$ cat config.mk
export PLATFORM = sky130hd
export DESIGN_NAME = motor_starter_control_word
export DESIGN_NICKNAME = d
export VERILOG_FILES = /design/src/hw/ctrl_word_pkg.sv /design/src/hw/edge_track.sv /design/src/hw/motor_starter_control_word.sv
export SDC_FILE = /design/constraint.sdc
export NUM_CORES = 1
export LEC_CHECK = 0
export BUFFER_PORTS_ARGS = -buffer_cell sky130_fd_sc_hd__clkbuf_2
export CAP_MARGIN = 10
export CORE_AREA = 3 3 115 117
export CTS_CLUSTER_SIZE = 12
export DETAILED_ROUTE_END_ITERATION = 16
export DIE_AREA = 0 0 118 120
export PLACE_DENSITY = 0.65
export SLEW_MARGIN = 20
export SYNTH_ARGS = -nofsm -noshare
export SYNTH_HDL_FRONTEND = slang
export SYNTH_HIERARCHICAL = 1
export SYNTH_SLANG_ARGS = --single-unit
$ cat constraint.sdc
create_clock -name clk_sys_i -period 1.9 [get_ports clk_sys_i]
set_clock_uncertainty 0.2 [all_clocks]
set_input_delay 0.19 -clock clk_sys_i [delete_from_list [all_inputs] [get_ports clk_sys_i]]
set_output_delay 0.19 -clock clk_sys_i [all_outputs]
set_load 0.01 [all_outputs]
$ cat src/hw/ctrl_word_pkg.sv
package ctrl_word_pkg;

  localparam int WORD_W   = 16;
  localparam int PARAM_W  = 16;
  localparam int ADDR_W   = 8;
  localparam int DATA_W   = 32;

  // Control word bit positions
  localparam int BIT_STOP   = 0;
  localparam int BIT_START  = 1;
  localparam int BIT_OPTION = 2;
  localparam int BIT_CLEAR  = 3;

  // Source mask values
  localparam logic [7:0] MASK_STOP_ONLY = 8'h00;
  localparam logic [7:0] MASK_FULL      = 8'h04;

  // Register byte addresses
  localparam logic [ADDR_W-1:0] REG_CTRL_WORD = 8'h00;
  localparam logic [ADDR_W-1:0] REG_SRC_MASK  = 8'h04;
  localparam logic [ADDR_W-1:0] REG_PARAM     = 8'h08;
  localparam logic [ADDR_W-1:0] REG_ACTIVE    = 8'h0C;
  localparam logic [ADDR_W-1:0] REG_STATUS    = 8'h10;
  localparam logic [ADDR_W-1:0] REG_IRQ_STAT  = 8'h14;
  localparam logic [ADDR_W-1:0] REG_IRQ_MASK  = 8'h18;

  // Event bits in interrupt status and mask
  localparam int EV_W      = 4;
  localparam int EV_START  = 0;
  localparam int EV_STOP   = 1;
  localparam int EV_OPTION = 2;
  localparam int EV_FAULT  = 3;

  // Motor state bits; the status register puts comm fault at bit 2 and pending parameter at bit 3
  localparam int ST_RUN   = 0;
  localparam int ST_FAULT = 1;
  localparam int ST_PEND  = 2;
  localparam int ST_COMM  = 3;

  localparam logic [WORD_W-1:0]  WORD_RESET  = 16'h0000;
  localparam logic [PARAM_W-1:0] PARAM_RESET = 16'h0000;
  localparam logic [7:0]         SMASK_RESET = 8'h00;
  localparam logic [EV_W-1:0]    EV_ZERO     = 4'h0;

  typedef struct packed {
    logic clear;
    logic option;
    logic start;
    logic stop;
  } cmd_t;

  typedef struct packed {
    logic [ADDR_W-1:0] addr;
    logic [DATA_W-1:0] wdata;
    logic              wr;
    logic              rd;
  } bus_req_t;

endpackage : ctrl_word_pkg

$ cat src/hw/edge_track.sv
`timescale 1ns/1ps
`default_nettype none

module edge_track #(
  parameter int W = 16
) (
  input  wire logic         clk_sys_i,
  input  wire logic         rst_i,
  input  wire logic [W-1:0] cur_i,
  output var  logic [W-1:0] prev_o,
  output var  logic [W-1:0] rise_o
);

  import ctrl_word_pkg::*;

  always_ff @(posedge clk_sys_i) begin
    if (rst_i) begin
      prev_o <= '0;
    end else begin
      prev_o <= cur_i;
    end
  end

  always_comb begin
    rise_o = cur_i & ~prev_o;
  end

endmodule : edge_track

`default_nettype wire

$ cat src/hw/motor_starter_control_word.sv
`timescale 1ns/1ps
`default_nettype none

// Contract
// - Word bit0 stop, bit1 start, bit2 option, bit3 clear; bits 4-15 ignored.
// - Stop with any other bit: act on stop, drop the rest.
// - While stop held, other bits ignored until stop returns to zero.
// - Start and fault clear act only on a 0 to 1 transition.
// - Option bit begins the installed option manoeuvre.
// - Parameter written while running takes effect at the next start.
// - Unless source mask is 4, only stop from the port acts.
// - Module removed while mask is 4 raises communication-loss fault.
module motor_starter_control_word
  import ctrl_word_pkg::*;
(
  input  wire logic                             clk_sys_i,
  input  wire logic                             rst_i,
  input  wire logic                             module_present_i,
  input  wire logic                             word_valid_i,
  input  wire logic [ctrl_word_pkg::WORD_W-1:0] word_i,
  input  wire logic [ctrl_word_pkg::ADDR_W-1:0] addr_i,
  input  wire logic [ctrl_word_pkg::DATA_W-1:0] wdata_i,
  input  wire logic                             wr_i,
  input  wire logic                             rd_i,
  output var  logic [ctrl_word_pkg::DATA_W-1:0] rdata_o,
  output var  logic                             motor_run_o,
  output var  logic                             start_pulse_o,
  output var  logic                             stop_pulse_o,
  output var  logic                             option_pulse_o,
  output var  logic                             fault_o,
  output var  logic                             comm_fault_o,
  output var  logic [ctrl_word_pkg::PARAM_W-1:0] param_active_o,
  output var  logic                             irq_o
);

  import ctrl_word_pkg::*;

  ////////////////////////////////////////////////////////////////////////
  // Input synchronisers

  logic        present_s1;
  logic        present_s2;
  logic        present_q;
  logic [WORD_W-1:0] word_s1;
  logic [WORD_W-1:0] word_s2;
  logic        valid_s1;
  logic        valid_s2;

  always_ff @(posedge clk_sys_i) begin
    if (rst_i) begin
      present_s1 <= 1'b0;
      present_s2 <= 1'b0;
      present_q  <= 1'b0;
      word_s1    <= WORD_RESET;
      word_s2    <= WORD_RESET;
      valid_s1   <= 1'b0;
      valid_s2   <= 1'b0;
    end else begin
      present_s1 <= module_present_i;
      present_s2 <= present_s1;
      present_q  <= present_s2;
      word_s1    <= word_i;
      word_s2    <= word_s1;
      valid_s1   <= word_valid_i;
      valid_s2   <= valid_s1;
    end
  end

  ////////////////////////////////////////////////////////////////////////
  // Registers

  logic [WORD_W-1:0]  sw_word;
  logic [7:0]         src_mask;
  logic [PARAM_W-1:0] param_pend;
  logic [EV_W-1:0]    irq_stat;
  logic [EV_W-1:0]    irq_mask;

  wire sel_word  = (addr_i == REG_CTRL_WORD);
  wire sel_mask  = (addr_i == REG_SRC_MASK);
  wire sel_param = (addr_i == REG_PARAM);
  wire sel_act   = (addr_i == REG_ACTIVE);
  wire sel_stat  = (addr_i == REG_STATUS);
  wire sel_istat = (addr_i == REG_IRQ_STAT);
  wire sel_imask = (addr_i == REG_IRQ_MASK);

  // Only the two legal mask values are accepted
  wire mask_legal = (wdata_i[7:0] == MASK_STOP_ONLY) || (wdata_i[7:0] == MASK_FULL);

  ////////////////////////////////////////////////////////////////////////
  // Command word source and decode

  // The module's word is used while present and valid; otherwise the word register
  wire [WORD_W-1:0] word_src = (present_s2 && valid_s2) ? word_s2 : sw_word;
  wire              full_ctl = (src_mask == MASK_FULL);

  cmd_t cmd_now;
  assign cmd_now.stop   = word_src[BIT_STOP];
  assign cmd_now.start  = word_src[BIT_START];
  assign cmd_now.option = word_src[BIT_OPTION];
  assign cmd_now.clear  = word_src[BIT_CLEAR];

  logic [EV_W-1:0] prev_bits;
  logic [EV_W-1:0] rise_bits;

  edge_track #(
    .W (EV_W)
  ) u_edge (
    .clk_sys_i (clk_sys_i),
    .rst_i     (rst_i),
    .cur_i     (cmd_now),
    .prev_o    (prev_bits),
    .rise_o    (rise_bits)
  );

  // Stop always acts; others need full control and no stop present
  wire other_ok    = full_ctl && !cmd_now.stop;
  wire start_req   = other_ok && rise_bits[BIT_START];
  wire clear_req   = other_ok && rise_bits[BIT_CLEAR];
  wire option_req  = other_ok && rise_bits[BIT_OPTION];
  wire stop_req    = cmd_now.stop;
  wire comm_lost   = full_ctl && present_q && !present_s2;

  ////////////////////////////////////////////////////////////////////////
  // Motor state

  logic param_dirty;
  logic fault_int;
  logic comm_int;

  wire fault_any   = fault_int || comm_int;
  wire start_go    = start_req && !fault_any && !motor_run_o;
  wire stop_go     = stop_req && motor_run_o;
  wire option_go   = option_req && motor_run_o;
  wire [EV_W-1:0] events = {comm_lost, option_go, stop_go, start_go};

  always_ff @(posedge clk_sys_i) begin
    if (rst_i) begin
      motor_run_o    <= 1'b0;
      start_pulse_o  <= 1'b0;
      stop_pulse_o   <= 1'b0;
      option_pulse_o <= 1'b0;
      param_active_o <= PARAM_RESET;
      param_dirty    <= 1'b0;
    end else begin
      start_pulse_o  <= start_go;
      stop_pulse_o   <= stop_go;
      option_pulse_o <= option_go;
      if (stop_go || option_go || comm_lost) begin
        motor_run_o <= 1'b0;
      end else if (start_go) begin
        motor_run_o <= 1'b1;
      end
      if (start_go) begin
        param_active_o <= param_pend;
        param_dirty    <= 1'b0;
      end else if (wr_i && sel_param && motor_run_o) begin
        param_dirty <= 1'b1;
      end else if (wr_i && sel_param) begin
        param_active_o <= wdata_i[PARAM_W-1:0];
      end
    end
  end

  always_ff @(posedge clk_sys_i) begin
    if (rst_i) begin
      fault_int    <= 1'b0;
      comm_int     <= 1'b0;
      fault_o      <= 1'b0;
      comm_fault_o <= 1'b0;
    end else begin
      if (comm_lost) begin
        comm_int <= 1'b1;
      end else if (clear_req) begin
        comm_int <= 1'b0;
      end
      fault_int    <= fault_int && !clear_req;
      fault_o      <= fault_any;
      comm_fault_o <= comm_int;
    end
  end

  ////////////////////////////////////////////////////////////////////////
  // Register writes and interrupts

  always_ff @(posedge clk_sys_i) begin
    if (rst_i) begin
      sw_word    <= WORD_RESET;
      src_mask   <= SMASK_RESET;
      param_pend <= PARAM_RESET;
      irq_mask   <= EV_ZERO;
      irq_stat   <= EV_ZERO;
      irq_o      <= 1'b0;
    end else begin
      if (wr_i && sel_word) begin
        sw_word <= wdata_i[WORD_W-1:0];
      end
      if (wr_i && sel_mask && mask_legal) begin
        src_mask <= wdata_i[7:0];
      end
      if (wr_i && sel_param) begin
        param_pend <= wdata_i[PARAM_W-1:0];
      end
      if (wr_i && sel_imask) begin
        irq_mask <= wdata_i[EV_W-1:0];
      end
      // Set wins over write-one-to-clear
      if (wr_i && sel_istat) begin
        irq_stat <= (irq_stat & ~wdata_i[EV_W-1:0]) | events;
      end else begin
        irq_stat <= irq_stat | events;
      end
      irq_o <= |(irq_stat & irq_mask);
    end
  end

  ////////////////////////////////////////////////////////////////////////
  // Register read

  wire [DATA_W-1:0] status_word = {28'h0000000, param_dirty, comm_int, fault_any, motor_run_o};
  wire [DATA_W-1:0] rd_mux =
    sel_word  ? {16'h0000, sw_word} :
    sel_mask  ? {24'h000000, src_mask} :
    sel_param ? {16'h0000, param_pend} :
    sel_act   ? {16'h0000, param_active_o} :
    sel_stat  ? status_word :
    sel_istat ? {28'h0000000, irq_stat} :
    sel_imask ? {28'h0000000, irq_mask} :
    32'h00000000;

  always_ff @(posedge clk_sys_i) begin
    if (rst_i) begin
      rdata_o <= 32'h00000000;
    end else if (rd_i) begin
      rdata_o <= rd_mux;
    end else begin
      rdata_o <= 32'h00000000;
    end
  end

endmodule : motor_starter_control_word

`default_nettype wire

==> results of run 1 <==
-- repair_timing --
action | in CTS | in global routing
hold buffers | 21 | 0
buffers inserted | 1 | 2
gates cloned | 0 | 0
pin swaps | 1 | 2
gates resized for setup | 5 | 14
endpoints found under the hold margin | 45 | 0
endpoints found under the setup margin | 22 | 20
-- flip-flops by register name, indices dropped and copies added, names as in the netlist, 3 cells and up --
signal          count
src_mask            8
param_pend         16
param_active_o     16
word_s2             4
irq_mask            4
rdata_o            16
u_edge/prev_o       3
sw_word            16
irq_stat            4
word_s1             4
-- tightest hold or removal path: stages --
cell and delay (ns):
sky130_fd_sc_hd__clkbuf_2 0.14, sky130_fd_sc_hd__nor3_1 0.10, sky130_fd_sc_hd__nand3_1 0.08, sky130_fd_sc_hd__a21oi_1 0.06
-- stage by stage --
step	instances	worst slack [ns]	hold WS [ns]	TNS (ns)	total power, mW
floorplan	506	0.00411	0.0616	0	2.45
global placement	749	-0.0166	0.199	-0.0568	2.54
detailed placement	749	-0.0565	0.210	-0.751	2.55
CTS	786	0.00659	0.0642	0	4.34
global route	787	-0.0609	0.0782	-0.545	4.46
finish	787	0.0342	0.0628	0	4.31
-- metal layers --
layer  track usage (%)  part of all wire (%)
met2              29.8                    48
met1              23.3                    46
met4              6.81                   1.9
met3              3.44                   4.2
met5                 0                     0
-- worst paths after layout --
check / to / from
min: src_mask[2] / wdata_i[3]
max reg2reg: param_active_o[15] / valid_s2
min reg2reg: word_s2[2] / word_s1[2]
max: param_active_o[15] / valid_s2
-- power by group --
group          total (mW)  switching, mW  internal (mW)
registers            2.24        0.00453           2.23
logic               0.300          0.168          0.132
clock network        1.77          0.874          0.899
total                4.31           1.05           3.26
-- layout make-up --
cell class	instances	area, um2
Multi-Input combinational cell	329	2180
Sequential cell	106	2130
Fill cell	1143	6580
Clock inverter	6	50.0
Clock buffer	9	225
Tap cell	172	215
Inverter	26	97.6
Timing Repair Buffer	139	990
==> impl_metrics.csv, run 1 <==
group,metric,value,unit
outcome,run_status,"completed",
grt,globalRouteTotalUtil,18.0,%
floorplanning,initial_core_util,36.7,%
placement,dpl-instance-area,5310,um2
floorplanning,floorplan.die.width,118,um
timing,report.final.slew_viol_count,0,
routing,postRouteAntennaNets,0,
floorplanning,core,12500,um2
critical_path,critical_path.most_common_cell,"sky130_fd_sc_hd__nand2_2",
timing,finalHoldViolations,0,
grt,grt_overflow_total,0,
timing,max_clock_freq,0.536,GHz
clock_network,cts_tree,"built",
placement,portBuffers,72,
synth,synthCells,491,
synth,yosysWarningCount,6,
synth,cell_area_after_technology_mapping,4570,um2
clock_network,cts-buffers-inserted,9,
critical_path,critical_path_buf_inv_count,1,
routing,drt-initial-drc-count,253,
critical_path,cp_top_family,"simple AND/OR/NAND/NOR gates",
power,power_density,733,nW/um2
timing,fin_crit,1.87,ns
grt,largest_net_degree_at_the_start_of_global_routing,49,
placement,place.detailed.hpwl,8.97,mm
power,power.ir.vdd_worst,0.409,mV
critical_path,critical_path_required,1.98,ns
critical_path,path_max_fanout,18,
final_layout,finish.net_count,673,
clock_network,insertion_delay,0.35,ns
routing,vias,3909,
final_layout,area.growth.synth_to_final,28.7,%
synth,post_synth.cell_area_avg,9.31,um2
critical_path,ff2ff_path_depth,7,
critical_path,crit_path_top_delay_cell,"sky130_fd_sc_hd__nor4b_4",
routing,avgRoutedWirePerCell,16.0,um
placement,gp_congestion,0.913,
routing,drt_first_pass_iters,5,
timing,setup_violations,0,
critical_path,setup.worst_path.class,"flip-flop to flip-flop",
clock_network,clkSinkCount,106,
grt,grt_pass1_wl,20.1,mm
routing,detail_route.wirelength,12.6,mm
clock_network,clockBufferDepth,2,
final_layout,layout.cells.most_common,"sky130_fd_sc_hd__dfxtp_1",
clock_network,cts-root-buf,"sky130_fd_sc_hd__clkbuf_16",
grt,first_global_vias,3859,
final_layout,finish.utilization,47.2,%
worst_hold_path,min_path_type,"input pin to flip-flop",
power,static_leakage,2.63,nW
floorplanning,floorplan.die.height,120,um
final_layout,antenna_cells,0,
critical_path,cp-start-kind,"flip-flop",
final_layout,most-common-layout-cells,"sky130_fd_sc_hd__dfxtp_1, sky130_fd_sc_hd__clkbuf_2, sky130_fd_sc_hd__mux2i_1",
floorplanning,die_area,14200,um2
job,max_cap_viol_count,0,
final_layout,final_design_area_no_fill,5880,um2
critical_path,worst-r2r-setup-slack,0.03,ns
timing,final_worst_path_period_share,98.2,%
grt,number_of_antenna_violations_at_the_first_check_in_global_routing,0,
worst_hold_path,timing.hold.worst_path_depth,4,
critical_path,worstSetupPathDepth,7,
clock_network,clk_transition_reported_paths,0.07,ns
floorplanning,pin_count,117,
critical_path,critical_path_max_stage_delay,0.37,ns
clock_network,h-tree-depth,3,
timing,rsz_0062_raised_after_global_routing,"yes",
floorplanning,placement_rows,41,
final_layout,final_layout_size_suffix_gt1_share,30.4,%
critical_path,cp.arrival,1.95,ns
routing,drc_errors,0,
critical_path,end_kind,"flip-flop",
critical_path,crit_path_cell_trace,"nand2_2, mux2_4, nor2b_2, nor4b_4, nand2_2, buf_12, a21oi_1",
routing,detail_routed_via_count_per_cell,4.97,
(Power assumes the default switching activity.)
==> run 2: changes to the inputs <==
--- a/config.mk
+++ b/config.mk
@@ -7,11 +7,12 @@
 export LEC_CHECK = 0
 export BUFFER_PORTS_ARGS = -buffer_cell sky130_fd_sc_hd__clkbuf_2
 export CAP_MARGIN = 10
-export CORE_AREA = 3 3 115 117
+export CORE_AREA = 3 3 102 104
 export CTS_CLUSTER_SIZE = 12
 export DETAILED_ROUTE_END_ITERATION = 16
-export DIE_AREA = 0 0 118 120
-export PLACE_DENSITY = 0.65
+export DIE_AREA = 0 0 105 107
+export GPL_ROUTABILITY_DRIVEN = 0
+export PLACE_DENSITY = 0.8
 export SLEW_MARGIN = 20
 export SYNTH_ARGS = -nofsm -noshare
 export SYNTH_HDL_FRONTEND = slang
==> constraint.sdc (replaced) <==
create_clock -name clk_sys_i -period 1.9 [get_ports clk_sys_i]
set_clock_uncertainty 0.2 [all_clocks]
set_input_delay 0.285 -clock clk_sys_i [delete_from_list [all_inputs] [get_ports clk_sys_i]]
set_output_delay 0.285 -clock clk_sys_i [all_outputs]
set_load 0.01 [all_outputs]
==> run 2 against run 1 <==
Effect of this change:
- the run now ends with negative setup slack left
- utilization up 13 points
- die area is 21% lower
- sequential power barely moved
- first-iteration DRC count up 56%
- combinational power about the same
- register-to-register slack worse by 0.05 ns
- final cell count down 5.8%
- clock-buffer cell count unchanged
- via count increased by 3.8%
- wire length grew 4.8%
- non-clock buffer count is 8 lower
- critical path type unchanged
- critical endpoint is now param_active_o[9]
- largest cell class unchanged
==> impl_metrics.csv, run 2 (synthesis results as in run 1) <==
group,metric,value,unit
outcome,run_status,"complete, but fails checks",
outcome,violations,"negative setup slack",
final_layout,final_layout_size_suffix_gt1_share,31.3,%
critical_path,cp.arrival,2.05,ns
routing,detail_routed_via_count_per_cell,5.47,
timing,setup_ws,-0.0198,ns
placement,place.detailed.hpwl,8.49,mm
final_layout,finish.net_count,665,
floorplanning,core,9640,um2
final_layout,num-fill-cells,795,
grt,largest_net_degree_at_the_start_of_global_routing,34,
clock_network,clk_transition_reported_paths,0.11,ns
floorplanning,placement_rows,36,
clock_network,clockBufferDepth,2,
critical_path,cp-start-kind,"flip-flop",
final_layout,finish.utilization,60.3,%
final_layout,area.growth.synth_to_final,27.1,%
routing,avgRoutedWirePerCell,17.8,um
placement,portBuffers,72,
grt,number_of_antenna_violations_at_the_first_check_in_global_routing,0,
floorplanning,die_area,11200,um2
floorplanning,floorplan.die.width,105,um
timing,fin_crit,1.92,ns
grt,grt_pass1_wl,19.7,mm
power,power_density,690,nW/um2
timing,rsz_0062_raised_after_global_routing,"yes",
clock_network,h-tree-depth,3,
grt,grt_overflow_total,0,
routing,detail_route.wirelength,13.2,mm
job,max_cap_viol_count,0,
clock_network,clkSinkCount,106,
clock_network,insertion_delay,0.38,ns
routing,drt_first_pass_iters,5,
clock_network,cts-root-buf,"sky130_fd_sc_hd__clkbuf_8",
floorplanning,floorplan.die.height,107,um
power,static_leakage,2.60,nW
critical_path,path_max_fanout,8,
clock_network,cts-buffers-inserted,9,
routing,drt-initial-drc-count,394,
power,power.ir.vdd_worst,0.347,mV
grt,first_global_vias,3953,
floorplanning,pin_count,117,
timing,setup_violations,6,
critical_path,critical_path_required,2.03,ns
timing,finalHoldViolations,0,
floorplanning,initial_core_util,47.4,%
timing,report.final.slew_viol_count,0,
timing,final_worst_path_period_share,101,%
critical_path,setup.worst_path.class,"flip-flop to flip-flop",
clock_network,cts_tree,"built",
routing,vias,4056,
critical_path,end_kind,"flip-flop",
final_layout,layout.cells.most_common,"sky130_fd_sc_hd__dfxtp_1",
worst_hold_path,min_path_type,"input pin to flip-flop",
routing,postRouteAntennaNets,0,
final_layout,most-common-layout-cells,"sky130_fd_sc_hd__dfxtp_1, sky130_fd_sc_hd__clkbuf_2, sky130_fd_sc_hd__mux2i_1",
power,post-layout-total-power,4.01,mW
grt,globalRouteTotalUtil,22.3,%
timing,max_clock_freq,0.521,GHz
routing,drc_errors,0,
final_layout,antenna_cells,0,
[run 2: changes by cell type in the layout (fill, tap and decap cells not counted), moves of 2 or more]
cell,change
sky130_fd_sc_hd__a21oi_1,-9
sky130_fd_sc_hd__a21oi_2,+9
sky130_fd_sc_hd__clkbuf_8,+9
sky130_fd_sc_hd__clkbuf_16,-7
sky130_fd_sc_hd__buf_4,-6
sky130_fd_sc_hd__a31o_2,-4
sky130_fd_sc_hd__a31o_4,+4
sky130_fd_sc_hd__dfxtp_2,-3
sky130_fd_sc_hd__dlygate4sd3_1,-3
sky130_fd_sc_hd__buf_6,-2
sky130_fd_sc_hd__clkinv_4,-2
sky130_fd_sc_hd__dfxtp_1,+2
[run 2: layer usage]
layer  global-route usage, %  wire length, um
met3                    5.06             1040
met4                    8.15              404
met2                    37.6             6370
met1                    27.9             5340
met5                       0                0
[run 2: final cells by class]
class	instances	area (um2)	area share (%)
inverters	26	97.6	1.68
clock inverters	7	85.1	1.46
repair buffers	131	962	16.6
flip-flops and latches	106	2130	36.6
multi-input cells	329	2250	38.7
clock buffers	9	124	2.13
well taps	133	166	2.86
[run 2: path summary, 6_finish.rpt]
check             slack, ns       start           endpoint  cells past startpoint
setup / recovery      -0.02    valid_s2  param_active_o[9]                      8
hold / removal         0.05  wdata_i[2]      param_pend[2]                      3
setup reg to reg      -0.02    valid_s2  param_active_o[9]                      8
hold reg to reg        0.24    valid_s1           valid_s2                      1
[run 2: worst max-delay path: stages, from the launching register on]
cell and delay (ns):
sky130_fd_sc_hd__dfxtp_4 0.37, sky130_fd_sc_hd__nand2_4 0.08, sky130_fd_sc_hd__mux2_4 0.30, sky130_fd_sc_hd__nor2b_4 0.12, sky130_fd_sc_hd__nor4b_4 0.13, sky130_fd_sc_hd__buf_6 0.16, sky130_fd_sc_hd__clkbuf_16 0.16, sky130_fd_sc_hd__a31o_2 0.24
sky130_fd_sc_hd__a21oi_2 0.11
[run 2: per-stage QoR]
step	area, um2	setup TNS (ns)	hold slack, ns	instances	setup WS (ns)
global placement	5210	-0.0212	0.226	701	-0.0188
floorplan	4650	0	0.157	506	0.00411
global route	5810	-0.431	0.0567	741	-0.0504
detailed placement	5210	-0.132	0.228	701	-0.0795
finish	5810	-0.0721	0.0524	741	-0.0198
CTS	5600	0	0.0307	735	0.00951
[run 2: where the power goes]
part	internal [mW]	switching (mW)	leakage (nW)
logic	0.129	0.173	1.64
clock network	0.637	0.833	0.100
registers	2.23	0.00542	0.857
total	3.00	1.01	2.60
[run 2: timing repair]
item,4_1_cts,5_1_grt
gates cloned,0,2
gates resized for setup,1,29
endpoints found under the hold margin,26,0
setup buffers,0,4
hold buffers,18,0
pin swaps,0,2
endpoints found under the setup margin,1,25
==> run 3: changes to the inputs <==
--- a/config.mk
+++ b/config.mk
@@ -7,12 +7,12 @@
 export LEC_CHECK = 0
 export BUFFER_PORTS_ARGS = -buffer_cell sky130_fd_sc_hd__clkbuf_2
 export CAP_MARGIN = 10
-export CORE_AREA = 3 3 102 104
+export CORE_AREA = 3 3 108 99
 export CTS_CLUSTER_SIZE = 12
 export DETAILED_ROUTE_END_ITERATION = 16
-export DIE_AREA = 0 0 105 107
+export DIE_AREA = 0 0 111 102
 export GPL_ROUTABILITY_DRIVEN = 0
-export PLACE_DENSITY = 0.8
+export PLACE_DENSITY = 0.78
 export SLEW_MARGIN = 20
 export SYNTH_ARGS = -nofsm -noshare
 export SYNTH_HDL_FRONTEND = slang
==> run 3 against run 2 <==
Effect of this change:
- the run still ends with negative setup slack left
- total power fell by 1.3%
- global-route usage fell by 0.30 points
- combinational power barely moved
- fmax rose by 0.48%
- sequential share of layout area rose by 0.50 points
- clock-buffer cell count did not move
- sequential power barely moved
- worst hold slack got worse by 0.010 ns
- final area fell by 1.5%
- largest power group unchanged
==> impl_metrics.csv, run 3 (synthesis results as in run 1) <==
group,metric,value,unit
critical_path,setup.worst_path.class,"flip-flop to flip-flop",
timing,rsz_0062_raised_after_global_routing,"yes",
routing,avgRoutedWirePerCell,17.6,um
critical_path,critical_path_required,2.00,ns
critical_path,crit_path_cell_trace,"nand2_4, mux2_4, nor2b_4, nor4b_4, nand2_2, buf_8, a21oi_2",
clock_network,clockBufferDepth,2,
critical_path,critical_path_max_stage_delay,0.37,ns
floorplanning,floorplan.die.width,111,um
final_layout,num-fill-cells,780,
final_layout,antenna_cells,0,
timing,finalHoldViolations,0,
routing,drc_errors,0,
critical_path,end_kind,"flip-flop",
critical_path,path_max_fanout,8,
clock_network,cts-buffers-inserted,9,
timing,report.final.slew_viol_count,0,
floorplanning,initial_core_util,47.3,%
job,max_cap_viol_count,0,
grt,grt_pass1_wl,20.1,mm
final_layout,finish.utilization,59.3,%
final_layout,finish.net_count,667,
routing,vias,4096,
grt,first_global_vias,4113,
final_layout,area.growth.synth_to_final,25.2,%
routing,postRouteAntennaNets,0,
grt,globalRouteTotalUtil,22.0,%
clock_network,insertion_delay,0.37,ns
clock_network,h-tree-depth,3,
power,power.ir.vdd_worst,0.331,mV
power,static_leakage,2.58,nW
final_layout,final_layout_size_suffix_gt1_share,31.8,%
worst_hold_path,min_path_type,"input pin to flip-flop",
floorplanning,floorplan.die.height,102,um
timing,setup_ws,-0.0107,ns
final_layout,ff_latch_area,2120,um2
clock_network,cts-root-buf,"sky130_fd_sc_hd__clkbuf_8",
final_layout,multi_input_area,2230,um2
final_layout,most-common-layout-cells,"sky130_fd_sc_hd__dfxtp_1, sky130_fd_sc_hd__clkbuf_2, sky130_fd_sc_hd__mux2i_1",
routing,drt_first_pass_iters,5,
clock_network,clk_transition_reported_paths,0.10,ns
timing,setup_violations,1,
timing,max_clock_freq,0.523,GHz
timing,final_worst_path_period_share,101,%
power,power_density,692,nW/um2
critical_path,cp.arrival,2.01,ns
outcome,violations,"negative setup slack",
placement,dp.cells,700,
placement,preCtsSetupSlack,-0.0866,ns
final_layout,layout.cells.most_common,"sky130_fd_sc_hd__dfxtp_1",
grt,grt_overflow_total,0,
clock_network,clkSinkCount,106,
routing,detail_route.wirelength,13.0,mm
power,post-layout-total-power,3.96,mW
timing,fin_crit,1.91,ns
critical_path,cp-start-kind,"flip-flop",
final_layout,layout.cells.non_filler,736,
outcome,run_status,"complete, but fails checks",
floorplanning,die_area,11300,um2
routing,drt-initial-drc-count,504,
placement,place.detailed.hpwl,8.93,mm
routing,detail_routed_via_count_per_cell,5.57,
floorplanning,placement_rows,34,
placement,portBuffers,72,
clock_network,cts_tree,"built",
floorplanning,pin_count,117,
floorplanning,core,9660,um2
critical_path,crit_path_top_delay_cell,"sky130_fd_sc_hd__dfxtp_2",
grt,largest_net_degree_at_the_start_of_global_routing,42,
grt,number_of_antenna_violations_at_the_first_check_in_global_routing,0,
[run 3: cell count changes in the layout (fill, tap and decap cells not counted), sizes merged]
cell / before / now
clkinvlp: 2 / 1
clkinv: 1 / 5
buf: 39 / 43
clkbuf: 83 / 82
inv: 29 / 26
dlygate4sd3: 18 / 17
[run 3: power by group]
| part | switching, mW | total [mW] | internal, mW |
|---|---|---|---|
| Sequential | 0.00542 | 2.24 | 2.23 |
| Clock | 0.803 | 1.42 | 0.619 |
| Combinational | 0.174 | 0.299 | 0.125 |
[run 3: path summary, 6_finish.rpt]
| check | cells after the start | start | end | slack (ns) |
|---|---|---|---|---|
| worst max-delay path | 7 | valid_s2 | param_active_o[1] | -0.01 |
| worst min-delay path | 3 | wdata_i[6] | param_pend[6] | 0.04 |
| worst max register to register | 7 | valid_s2 | param_active_o[1] | -0.01 |
| worst min register to register | 1 | word_s1[2] | word_s2[2] | 0.25 |
[run 3: per-stage QoR]
step	hold slack (ns)	instance area, um2	setup TNS [ns]
floorplan	0.157	4650	0
global placement	0.220	5180	-0.0657
detailed placement	0.226	5180	-0.178
CTS	0.0224	5560	-0.0790
global route	0.0395	5720	-0.404
finish	0.0423	5720	-0.0107
[run 3: what timing repair did]
item                                    4_1_cts  5_1_grt
setup buffers                                 0        3
endpoints found under the hold margin        22        0
pin swaps                                     1        4
cloned                                        0        1
hold buffers                                 17        0
resized for setup                             2       31
endpoints found under the setup margin        6       23
[run 3: cell type report]
cell class                      instances  share of cell area, %
Multi-Input combinational cell        329                   39.0
Sequential cell                       106                   37.1
Timing Repair Buffer                  133                   15.9
Tap cell                              126                   2.75
Clock buffer                            9                   2.16
Inverter                               26                   1.70
Clock inverter                          7                   1.36
[run 3: layer usage]
metal | vias to the layer above | track usage (%) | share of wire [%]
met5 | - | 0 | 0
met4 | 0 | 8.90 | 2.1
met3 | 35 | 5.98 | 8.7
met2 | 210 | 37.4 | 48
met1 | 1970 | 26.8 | 41
li1 | 1881 | - | -
[run 3: critical path: cells and delay by family (launching register included)]
kind	cells	cell delay (ns)
compound gates	1	0.14
buf+inv	1	0.21
flops	1	0.37
mux	1	0.21
simple gates	4	0.70
